**src/hw/imc_defines.svh**
```systemverilog
// register offsets, field layout and reset values of the interrupt mask block
`ifndef IMC_DEFINES_SVH
`define IMC_DEFINES_SVH
`define IMC_ADDR_W          20
`define IMC_OFF_CAUSE_READ  20'h000c0
`define IMC_OFF_MASK_SET    20'h000d0
`define IMC_OFF_MASK_CLEAR  20'h000d8
`define IMC_SRC_W           17
`define IMC_DEF_BITS        17'h1f6df
`define IMC_MASK_RESET      17'h00000
`define IMC_RDATA_RESET     32'h00000000
`define IMC_UPPER_ZERO      15'h0000
`endif

```
**src/hw/imc_pkg.sv**
```systemverilog
// types shared by the interrupt mask block
package imc_pkg;
  `include "imc_defines.svh"
  typedef logic [`IMC_SRC_W-1:0] imc_src_t;
  typedef logic [`IMC_ADDR_W-1:0] imc_addr_t;
  typedef enum logic [2:0] {
    IMC_SEL_NONE  = 3'h1,
    IMC_SEL_SET   = 3'h2,
    IMC_SEL_CLEAR = 3'h4
  } imc_wsel_t;
endpackage

```
**src/hw/imc_mask_clear.sv**
```systemverilog
// interrupt mask set/clear registers, cause readback and interrupt gating
`timescale 1ns/1ns
`include "imc_defines.svh"

// ====================================================================
// Behaviour
// [RULE_01] a one written to a defined clear bit clears that mask bit
// [RULE_02] zeros written to the clear register leave mask bits alone
// [RULE_03] interrupt out only while some cause and its mask are both one
// [RULE_04] mask readable via set/read register, cause via cause register
// [RULE_05] software writes ones to reserved clear bits to keep sources masked
// [RULE_06] clear register is write-only at 0xd8, defined bits 16 to 0
// [RULE_07] bits 0,1,2 clear tx written back, tx queue empty, link change
// [RULE_08] bit 3 clears rx sequence error, bit 4 rx descriptor threshold
// [RULE_09] bit 6 clears rx fifo overrun, bit 7 rx timer mask
// [RULE_10] bit 9 clears management access complete mask
// [RULE_11] bit 10 clears rx config ordered sets, bit 12 phy layer mask
// [RULE_12] bits 14:13 clear general purpose, bit 15 tx descriptor low
// [RULE_13] bit 16 clears small rx packet detect mask
// [RULE_14] ones written to set register set mask bits; reading returns mask
// [RULE_15] clear beats set on the same bit; mask zero after reset
module imc_mask_clear (
  input  wire logic             mclk,
  input  wire logic             resetn,
  input  wire imc_pkg::imc_addr_t reg_addr,
  input  wire logic [31:0]      reg_wdata,
  input  wire logic             reg_wr,
  input  wire logic             reg_rd,
  output logic      [31:0]      reg_rdata,
  input  wire imc_pkg::imc_src_t irq_cause,
  output logic                  irq_out,
  output imc_pkg::imc_src_t     irq_mask
);
  import imc_pkg::*;

  // ==================================================================
  // write decode
  imc_wsel_t wsel;
  imc_src_t  mask_r;
  imc_src_t  mask_nxt;
  imc_src_t  set_bits;
  imc_src_t  clr_bits;

  always_comb begin
    wsel = IMC_SEL_NONE;
    if (reg_wr) begin
      case (reg_addr)
        `IMC_OFF_MASK_SET:   wsel = IMC_SEL_SET;
        `IMC_OFF_MASK_CLEAR: wsel = IMC_SEL_CLEAR; // [RULE_06]
        default:             wsel = IMC_SEL_NONE;
      endcase
    end
  end

  // reserved positions are dropped by IMC_DEF_BITS, so their mask flops stay zero and ones written there are harmless
  assign set_bits = (wsel == IMC_SEL_SET) ? (reg_wdata[`IMC_SRC_W-1:0] & `IMC_DEF_BITS)
                                          : `IMC_MASK_RESET; // [RULE_14]
  assign clr_bits = (wsel == IMC_SEL_CLEAR) ? (reg_wdata[`IMC_SRC_W-1:0] & `IMC_DEF_BITS)
                                            : `IMC_MASK_RESET; // [RULE_05] [RULE_06]

  // ==================================================================
  // mask state, one flop per source
  genvar gi;
  generate
    for (gi = 0; gi < `IMC_SRC_W; gi++) begin : g_mask
      // clear wins: a driver disabling a source must never be overridden
      always_comb begin
        if (clr_bits[gi])
          mask_nxt[gi] = 1'b0;          // [RULE_01] [RULE_07] [RULE_08] [RULE_09] [RULE_10] [RULE_11] [RULE_12] [RULE_13] [RULE_15]
        else if (set_bits[gi])
          mask_nxt[gi] = 1'b1;          // [RULE_14]
        else
          mask_nxt[gi] = mask_r[gi];    // [RULE_02]
      end
    end
  endgenerate

  always_ff @(posedge mclk or negedge resetn) begin
    if (!resetn) begin
      mask_r <= `IMC_MASK_RESET;        // [RULE_15]
    end else begin
      mask_r <= mask_nxt;
    end
  end

  assign irq_mask = mask_r;

  // ==================================================================
  // interrupt gating
  always_comb begin
    irq_out = |(irq_cause & mask_r & `IMC_DEF_BITS); // [RULE_03]
  end

  // ==================================================================
  // read path; the clear register is write-only and reads as zero
  always_ff @(posedge mclk or negedge resetn) begin
    if (!resetn) begin
      reg_rdata <= `IMC_RDATA_RESET;
    end else if (reg_rd) begin
      case (reg_addr)
        `IMC_OFF_MASK_SET:   reg_rdata <= {`IMC_UPPER_ZERO, mask_r};    // [RULE_04]
        `IMC_OFF_CAUSE_READ: reg_rdata <= {`IMC_UPPER_ZERO, irq_cause}; // [RULE_04]
        default:             reg_rdata <= `IMC_RDATA_RESET;             // [RULE_06]
      endcase
    end else begin
      reg_rdata <= `IMC_RDATA_RESET;
    end
  end
endmodule // imc_mask_clear

```
**config.mk**
```make
export PLATFORM = sky130hd
export DESIGN_NAME = imc_mask_clear
export DESIGN_NICKNAME = d
export VERILOG_FILES = /design/src/hw/imc_pkg.sv /design/src/hw/imc_mask_clear.sv
export VERILOG_INCLUDE_DIRS = /design/src /design/src/hw
export SDC_FILE = /design/constraint.sdc
export NUM_CORES = 1
export LEC_CHECK = 0
export BUFFER_PORTS_ARGS = -buffer_cell sky130_fd_sc_hd__buf_2
export CAP_MARGIN = 20
export CELL_PAD_IN_SITES_DETAIL_PLACEMENT = 0
export CELL_PAD_IN_SITES_GLOBAL_PLACEMENT = 1
export CORE_ASPECT_RATIO = 1.5
export CORE_MARGIN = 2
export CORE_UTILIZATION = 25
export CTS_CLUSTER_SIZE = 28
export DETAILED_ROUTE_END_ITERATION = 10
export GPL_TIMING_DRIVEN = 0
export HOLD_SLACK_MARGIN = 0.03
export PLACE_DENSITY = 0.73
export SYNTH_ARGS = -nofsm -noshare
export SYNTH_HDL_FRONTEND = slang
export SYNTH_SLANG_ARGS = --single-unit
```
**constraint.sdc**
```tcl
create_clock -name mclk -period 1.83 [get_ports mclk]
set_clock_uncertainty 0.15 [all_clocks]
set_input_delay 0.2745 -clock mclk [delete_from_list [all_inputs] [get_ports mclk]]
set_output_delay 0.2745 -clock mclk [all_outputs]
set_load 0.005 [all_outputs]
```
==> Word level (Yosys, flattened, before mapping) <==
Index checks and enable logic that the tools add are counted.
{ "totals": {"regBits": 49, "latchBits": 0, "ram_bits": 0, "mem_bits_ro": 0, "in_bits": 73, "out_inout_bits": 50, "wordCells": 82, "n_memories": 0} }
{ "classes": {"add_sub_neg": 0, "mul": 0, "div_mod_pow": 0, "magnitude_cmp": 0, "n_eq_ne": 5, "shift": 0, "muxes": 40, "bitwise_logic": 1, "reduce_logical": 18} }
{ "op_table": {"columns": ["operator", "n"], "rows": [
  ["20-bit by 8-bit equality test with 1-bit output (second input constant)", 3],
  ["1-bit two-way mux", 34],
  ["17-bit two-way mux", 2],
  ["17-bit case mux with 2 select lines", 1],
  ["2-bit nonzero test", 17],
  ["32-bit two-way mux", 1],
  ["17-bit AND", 1],
  ["14-bit OR reduction", 1],
  ["3-bit case mux with 2 select lines", 1],
  ["3-bit by 2-bit equality test with 1-bit output (second input constant)", 1],
  ["3-bit equality test (second input constant)", 1],
  ["3-bit two-way mux", 1]
]} }

==> Logic depth before layout (Yosys ltp) <==
Gate-level depths: netlist of run 1.
{ "depth": {"word_depth": 7, "ltp_mapped": 6, "mapped_depth_nobuf": 4} }

==> Worst setup path after synthesis of run 1 <==
OpenSTA, ideal clock, no wires.
{ "synth_timing": {"kind": "in2reg", "startpoint": "in reg_addr[13]", "endpoint": "reg mask_r[0], in the netlist irq_mask[0]", "setup_ns": 0.141, "t_arrival_ns": 1.218, "required_time_ns": 1.539, "path_slack_ns": 0.321, "stages": 6, "path_buffers": 2, "path_cell_list": "nor4_1 > and4_1 > buf_6 > and3_4 > buf_6 > a31oi_1"} }
{ "synth_via": {"elab_chain_cells": 6, "word_cells_on_any_way": 10, "classes_between": "4 x eq/ne; 5 x mux; 1 x reduce/logical"} }
{ "synth_lines": {"columns": ["element", "line_no", "source"], "rows": [
  ["from (decl)", "imc_mask_clear.sv:25", "input wire imc_pkg::imc_addr_t reg_addr,"],
  ["20-bit by 8-bit equality test with 1-bit output", "imc_mask_clear.sv:47", "case (reg_addr)"],
  ["3-bit case mux with 2 select lines (*)", "imc_mask_clear.sv:47", null],
  ["3-bit two-way mux (*)", "imc_mask_clear.sv:46", "if (reg_wr) begin"],
  ["3-bit equality test / 3-bit by 2-bit equality test with 1-bit output (equally long branches)", "imc_mask_clear.sv:58, imc_mask_clear.sv:56", null],
  ["17-bit two-way mux (no line)", null, null],
  ["1-bit two-way mux / 2-bit nonzero test (equally long branches)", null, null],
  ["to (signal assigned)", "imc_mask_clear.sv:80", "mask_r <= `IMC_MASK_RESET;"],
  ["to (signal assigned)", "imc_mask_clear.sv:82", "mask_r <= mask_nxt;"],
  ["to (decl)", "imc_mask_clear.sv:39", "imc_src_t mask_r;"]
]} }
Mark *: on every way between the ends. The rest lies on a longest branch, timed or not.
A chain may end at the register's enable or synchronous reset.

==> Final worst setup path of run 1 <==
{ "layout_timing": {"startpoint": "reg mask_r[10], in the netlist irq_mask[10]", "endpoint": "out irq_out"} }
{ "layout_via": {"elab_chain_cells": 2} }
{ "layout_lines": {"columns": ["element", "line_no", "source"], "rows": [
  ["17-bit AND", "imc_mask_clear.sv:91", "irq_out = |(irq_cause & mask_r & `IMC_DEF_BITS);"],
  ["14-bit OR reduction", "imc_mask_clear.sv:91", null],
  ["to (decl)", "imc_mask_clear.sv:31", "output logic irq_out,"]
]} }
No other way between the ends.

==> results of run 1 <==
[routing by layer]
| layer | wire length [um] | GRT usage (%) | vias to the layer above |
|---|---|---|---|
| li1 | - | - | 721 |
| met1 | 1540 | 12.45 | 677 |
| met2 | 2270 | 22.93 | 88 |
| met3 | 436 | 3.667 | 9 |
| met4 | 122 | 7.692 | 0 |
| met5 | 0 | 0 | - |
[timing repair]
item / CTS / global route
pin swaps: 0 / 2
hold endpoints to repair: 31 / 1
hold buffers: 1 / 1
endpoints found under the setup margin: 1 / 1
gates resized for setup: 4 / 0
setup buffers: 4 / 2
[cells by family after synthesis]
group                  synth area share, %
buffers and inverters                13.52
and+or+nand+nor                      11.86
AOI/OAI and AO/OA                    15.89
DFF                                  49.01
muxes                                9.486
other                               0.2369
[cell type report]
type / count / area [um2] / area share, %
flip-flops and latches: 31 / 775.7 / 33.16
multi-input cells: 95 / 679.4 / 29.04
clock inverters: 1 / 5.005 / 0.2139
plain buffers: 28 / 210.2 / 8.984
clock buffers: 6 / 82.58 / 3.529
well taps: 74 / 92.59 / 3.957
repair buffers: 93 / 490.5 / 20.96
inverters: 1 / 3.754 / 0.1604
[stage by stage]
step	TNS (ps)	area (um2)	std cells
2_1_floorplan	0	1647	155
3_3_place_gp	0	2165	314
3_5_place_dp	0	2165	314
4_1_cts	-19.22	2315	326
5_1_grt	-89.07	2340	329
6_report	-1.793	2340	329
[how the worst max path moves through the flow]
stage | from | endpoint | slack, ps | cells past startpoint
2_1_floorplan | reg_addr[13] | irq_mask[0]$_DFFE_PN0P_ | 320 | 6
3_3_place_gp | reg_addr[9] | irq_mask[1]$_DFFE_PN0P_ | 50 | 7
3_5_place_dp | reg_addr[5] | irq_mask[1]$_DFFE_PN0P_ | 6 | 7
4_1_cts | irq_mask[1]$_DFFE_PN0P_ | irq_out | -20 | 4
5_1_grt | irq_mask[10]$_DFFE_PN0P_ | irq_out | -90 | 4
6_report | irq_mask[10]$_DFFE_PN0P_ | irq_out | -2 | 4
[flip-flops by register name, summed over array words and instances (netlist names)]
name,count
irq_mask,14
reg_rdata,17
[report_power, final]
part           total (mW)  switching [mW]  internal (mW)  leakage [nW]
clock network       0.536           0.242          0.294        0.0470
registers           0.686       0.0000171          0.685         0.428
logic               0.179          0.0879         0.0912         0.832
total                1.40           0.330           1.07          1.31
[Yosys cell counts, types with 2 or more instances]
library cell	count	area, um2
a22oi_1	4	30.03
buf_4	20	150.1
clkbuf_1	3	11.26
mux2i_1	15	150.1
nor3b_1	3	22.52
nor2_1	13	48.80
a41oi_1	13	113.9
buf_6	4	45.04
dfrtp_1	31	775.7
a221oi_1	2	17.52
a31oi_1	13	81.33
nand4_1	2	12.51
nor4_1	2	12.51
[cells in the final DEF, fill, tap and decap left out, types with 3 or more instances in the layout]
cell	n
buf_2	85
dfrtp_1	31
nor2_1	13
conb_1	18
buf_6	4
nor3b_1	3
clkbuf_1	3
a41oi_1	13
mux2i_1	15
clkbuf_8	6
buf_4	26
a31oi_1	13
==> results.toml, run 1 <==
[critical_path]
r2r-start = "irq_mask[10]$_DFFE_PN0P_"
critPathMaxStageDelay_ps = 370
critical_path_required_ps = 1410
slowest_stage = "dfrtp_1"
r2r-end = "irq_mask[10]$_DFFE_PN0P_"
path_buf_inv = 1
cpLargestDelayFamily = "compound AO/OA/AOI/OAI gates"
rr_worst_depth = 4
startpoint_type = "register"
critical_path_class = "reg -> out"
cp_cell_sequence = "a22o_1 -> a221oi_2 -> nand4_1 -> buf_2"
cp.arrival_ps = 1410
rrSetupSlack_ps = 720
crit_path_end_kind = "output port"
cp_max_fo = 2

[logic_synthesis]
yosysSeqAreaShare_pct = 49.01
synth_cell_types = 26
yosys_register_bits = 31
netlist_instances = 138
synth-main-ff-cell = "dfrtp_1"
synth-async-reset-ratio_pct = 100.0
synth_area_um2 = 1583
synth_warnings = 0
synth_area_per_cell_um2 = 11.47
synth_edf_count = 0

[detailed_routing]
wire_per_inst_um = 13.28
via_count = 1495
drt_iter0_drc = 66
drcViolationCount = 0
ant_nets = 0
routed_via_density = 4.544
detail_route.wirelength_um = 4370
dr.pass1.iters = 4

[floorplanning]
dieHeight_um = 101.5
ios = 123
row_count = 35
fp.dieW_um = 68.97
start_util_pct = 25.82
coreArea_um2 = 6131
die_area_um2 = 6997

[power]
power.leakage_nw = 1.307
ir_drop_uv = 197.0
power_mw = 1.401
powerDensity_nw_per_um2 = 598.8

[sta]
slew_headroom_pct = 54.65
rsz0062_at_grt = "true"
hold_viol = 0
fin_ws_ps = -1.793
timing.fmax_ghz = 0.5459
worstMarginPinSlew_ps = 680.2
setup_violations = 1
slew_violations = 0
fin_crit_ps = 1832
fin_hold_ws_ps = 38.54
fin_crit_sh_pct = 100.1

[clocking]
cts_buffers = 5
clk_latency_ps = 280
ctsHtreeMaxLevel = 2
clockBufferDepth = 2
cts.sink_count = 31
clk_pin_slew_worst_paths_ps = 60
cts_tree = "done"
cts-root-buf = "clkbuf_8"

[status]
violations = "setup timing"
status = "finished, violations left"

[global_route]
grt_first_pass_wirelength_um = 6665
grt_max_degree = 32
gr-total-overflow = 0
antenna_found_initial = 0
grt_use_total_pct = 12.79
grt_pass1_vias = 1477

[place]
finalWeightedCongestion = 0.7761
dpl_worst_slack_ps = 6.355
port-buffer-count = 85
dp_hpwl_um = 3492

[final_layout]
area_growth_pct = 47.83
n_antenna_cell = 0
num-fill-cells = 620
final_core_util_pct = 38.16
nets = 328
drive_gt1_share_pct = 50.98

[hold_path]
hold_end = "irq_mask[14]$_DFFE_PN0P_"
min-delay-start = "reg_wdata[14]"
min_path_cells = 2
min_path_type = "in -> reg"

[run]
drv_cap = 0
Note: power is estimated with default switching activity, not from simulation.
==> run 2, diff against run 1 <==
clock period = 2.2 ns   (was 1.83 ns; I/O delays follow)
==> results.toml, run 2 (same netlist as run 1, synthesis figures left out) <==
[power]
clkPwrFrac_pct = 38.3
power.leakage_nw = 1.265
swShare_pct = 23.38
p_int_mw = 0.8892
power_frac_comb_pct = 12.6
power_mw = 1.161
powerDensity_nw_per_um2 = 513.1
ir_drop_uv = 163.4
p_switching_mw = 0.2714
seqPwrFrac_pct = 49.1

[sta]
setup_violations = 0
slew_headroom_pct = 54.65
hold_viol = 0
slew_violations = 0
worstMarginPinSlew_ps = 680.3
rsz0062_at_grt = "false"
timing.fmax_ghz = 0.4957
fin_crit_ps = 2017
fin_crit_sh_pct = 91.70
tns_ps = 0

[final_layout]
final_cell_mix = "85 x buf_2, 31 x dfrtp_1, 20 x buf_4, 18 x conb_1, 15 x mux2i_1"
largest_register = "reg_rdata"
final_common_cell = "buf_2"
drive_gt1_share_pct = 48.39
nets = 321
area_growth_pct = 42.92
largest_reg_flops = 17
n_antenna_cell = 0

[critical_path]
cp.arrival_ps = 1540
critical_path_required_ps = 1720
r2r-start = "irq_mask[15]$_DFFE_PN0P_"
r2r-end = "irq_mask[15]$_DFFE_PN0P_"
startpoint_type = "register"
rr_worst_depth = 2
rrSetupSlack_ps = 1250
slowest_stage = "dfrtp_1"
critical_path_depth = 4
cp_max_fo = 4
crit_path_end_kind = "output port"
critPathMaxStageDelay_ps = 410
path_buf_inv = 1
cpLargestDelayFamily = "compound AO/OA/AOI/OAI gates"
critical_path_class = "reg -> out"
cp_cell_sequence = "a22o_1 -> a221oi_1 -> nand4_1 -> buf_2"

[global_route]
grt_max_degree = 32
grt_first_pass_wirelength_um = 6458
use_met1_pct = 12.03
gr-total-overflow = 0
use_met2_pct = 22.49
grt_use_total_pct = 12.45
use_met3_pct = 3.444
grt_busiest_layer = "met2"
grt_pass1_vias = 1438
antenna_found_initial = 0

[place]
dp_hpwl_um = 3492
port-buffer-count = 85
finalWeightedCongestion = 0.7761

[hold_path]
min-delay-start = "reg_wdata[14]"
min_path_cells = 2
hold_end = "irq_mask[14]$_DFFE_PN0P_"
min_path_type = "in -> reg"

[clocking]
clk_pin_slew_worst_paths_ps = 60
ctsHtreeMaxLevel = 2
cts_buffers = 5
cts-root-buf = "clkbuf_8"
cts.sink_count = 31
clk_latency_ps = 280
cts_tree = "done"
cts_setup_buffers = 0
clockBufferDepth = 2

[floorplanning]
row_count = 35
start_util_pct = 25.82
fp.dieW_um = 68.97
coreArea_um2 = 6131
die_area_um2 = 6997
ios = 123
dieHeight_um = 101.5

[detailed_routing]
routed_via_density = 4.568
drt_iter0_drc = 67
detail_route.wirelength_um = 4296
dr.pass1.iters = 4
drcViolationCount = 0
ant_nets = 0
via_count = 1471
wire_per_inst_um = 13.34

[run]
drv_cap = 0

[status]
status = "completed"
[run 2: power groups by stage]
stage / clock, mW / combinational [mW] / sequential [mW]
floorplan: 0 / 0.0665 / 0.581
global placement: 0 / 0.143 / 0.581
detailed placement: 0 / 0.145 / 0.581
CTS: 0.457 / 0.146 / 0.570
global route: 0.481 / 0.161 / 0.570
finish: 0.445 / 0.146 / 0.570
[run 2: metrics by stage]
step                utilization [%]  setup WS [ps]  area [um2]  hold WS, ps  std cells
floorplan                         -          635.6        1647       -115.6        155
global placement              35.31          361.9        2165        256.1        314
detailed placement            35.31          320.9        2165        257.9        314
CTS                           36.90          130.8        2262        89.20        322
global route                  36.90          60.12        2262        84.78        322
finish                        36.90          182.7        2262        94.70        322
[run 2: repair_timing]
item | 4_1_cts | 5_1_grt
resized for setup | 0 | 0
hold buffers | 1 | 0
endpoints found under the hold margin | 31 | 0
[run 2: worst max path at each step]
stage / from / end
after global routing: irq_mask[10]$_DFFE_PN0P_ / irq_out
after CTS: irq_mask[10]$_DFFE_PN0P_ / irq_out
after detailed placement: reg_addr[5] / irq_mask[1]$_DFFE_PN0P_
after floorplan: reg_addr[13] / irq_mask[0]$_DFFE_PN0P_
after global placement: reg_addr[9] / irq_mask[1]$_DFFE_PN0P_
final: irq_mask[10]$_DFFE_PN0P_ / irq_out
[run 2: layer usage]
layer	vias up	wire length [um]
li1	703	-
met1	678	1516
met2	81	2256
met3	9	408
met5	-	0
met4	0	114
[run 2: cell type report]
class,instances,area [um2]
inverter,1,3.754
sequential,31,775.7
fill,633,3869
clock inverter,1,5.005
clock buffer,6,82.58
multi-input combinational,95,656.9
buffer,28,210.2
tap,74,92.59
timing repair buffer,86,435.4
==> run 3, diff against run 2 <==
REMOVE_ABC_BUFFERS = 1   (was unset)
==> results.toml, run 3 (same netlist as run 1, synthesis figures left out) <==
[final_layout]
stdcell_area_um2 = 2071
final_cell_mix = "86 x buf_2, 31 x dfrtp_1, 18 x conb_1, 15 x mux2i_1"
final_common_cell = "buf_2"
largest_register = "reg_rdata"
nets = 294
multi_input_area_um2 = 658.1
seq_area_um2 = 775.7
largest_reg_flops = 17
n_antenna_cell = 0
area_growth_pct = 30.83
drive_gt1_share_pct = 44.14
num-fill-cells = 658
stdcell_count = 296

[sta]
timing.fmax_ghz = 0.4885
slew_headroom_pct = 44.18
rsz0062_at_grt = "false"
fin_crit_ps = 2047
fin_crit_sh_pct = 93.05
hold_viol = 0
slew_violations = 0
tns_ps = 0
fin_hold_ws_ps = 100.4
setup_violations = 0
worstMarginPinSlew_ps = 836.8

[power]
ir_drop_uv = 192.7
powerDensity_nw_per_um2 = 566.6
power.leakage_nw = 1.137

[global_route]
grt_use_total_pct = 12.16
gr-total-overflow = 0
grt_max_degree = 32
grt_first_pass_wirelength_um = 6341
antenna_found_initial = 0
grt_pass1_vias = 1304

[place]
finalWeightedCongestion = 0.7067
place_area_um2 = 1959
dp_hpwl_um = 3167
port-buffer-count = 86
place_inst = 287

[clocking]
cts_tree = "done"
cts-root-buf = "clkbuf_8"
cts_buffers = 5
cts.sink_count = 31
ctsHtreeMaxLevel = 2
clk_pin_slew_worst_paths_ps = 60
clk_latency_ps = 280
clockBufferDepth = 2

[floorplanning]
dieHeight_um = 101.5
fp.dieW_um = 68.97
row_count = 35
ios = 123
start_util_pct = 25.82
coreArea_um2 = 6131
die_area_um2 = 6997

[detailed_routing]
ant_nets = 0
drcViolationCount = 0
detail_route.wirelength_um = 4173
routed_via_density = 4.787
drt_iter0_drc = 98
wire_per_inst_um = 14.10
via_count = 1417
dr.pass1.iters = 4

[critical_path]
startpoint_type = "register"
cp_max_fo = 4
cp.arrival_ps = 1570
critical_path_required_ps = 1720
crit_path_end_kind = "output port"
critical_path_class = "reg -> out"
rr_worst_depth = 2

[hold_path]
min_path_cells = 2
min_path_type = "in -> reg"

[run]
drv_cap = 0

[status]
status = "completed"
-- run 3: routing by layer --
layer / wire length (um) / vias to the layer above / GRT usage [%]
met5: 0 / - / 0
met4: 77 / 0 / 6.033
met3: 441 / 5 / 2.889
met2: 2145 / 81 / 20.19
li1: - / 650 / -
met1: 1508 / 681 / 14.32
-- run 3: report_power, final --
part	total (mW)	internal (mW)	switching, mW
Sequential	0.570	0.570	0.0000155
Combinational	0.116	0.0511	0.0652
Clock	0.487	0.285	0.202
-- run 3: what timing repair did --
item                       4_1_cts  5_1_grt
setup endpoints to repair        0        3
hold endpoints to repair        31        0
gates resized for setup          0        1
hold buffers                     1        0
setup buffers                    0        0
-- run 3: final cells by class --
type,count,area share [%]
well taps,74,4.471
flip-flops and latches,31,37.46
inverters,1,0.1813
repair buffers,87,21.27
multi-input cells,95,31.78
clock buffers,8,4.834
-- run 3: final timing paths --
path | startpoint | end | slack [ps]
worst max register to register | irq_mask[2]$_DFFE_PN0P_ | irq_mask[2]$_DFFE_PN0P_ | 1250
worst max-delay path | irq_mask[9]$_DFFE_PN0P_ | irq_out | 150
worst min register to register | irq_mask[16]$_DFFE_PN0P_ | irq_mask[16]$_DFFE_PN0P_ | 420
max in group asynchronous | resetn | reg_rdata[13]$_DFF_PN0_ | 980
worst min-delay path | reg_wdata[13] | irq_mask[13]$_DFFE_PN0P_ | 100
min in group asynchronous | resetn | irq_mask[6]$_DFFE_PN0P_ | 480
-- run 3: metrics by stage --
| step | worst slack (ps) | utilization, % | total power, mW |
|---|---|---|---|
| 6_report | 152.8 | 33.78 | 1.173 |
| 5_1_grt | 53.43 | 33.78 | 1.218 |
| 4_1_cts | 103.6 | 33.76 | 1.186 |
| 3_5_place_dp | -106.1 | 31.96 | 0.6962 |
| 3_3_place_gp | -89.92 | 31.96 | 0.6948 |
| 2_1_floorplan | 414.8 | - | 0.6127 |
-- run 3: critical path, stage by stage (launching register included) --
cell and delay (ps):
dfrtp_1 420, a22oi_1 210, nand2_1 90, a221oi_1 280, nand4_1 130, buf_2 140
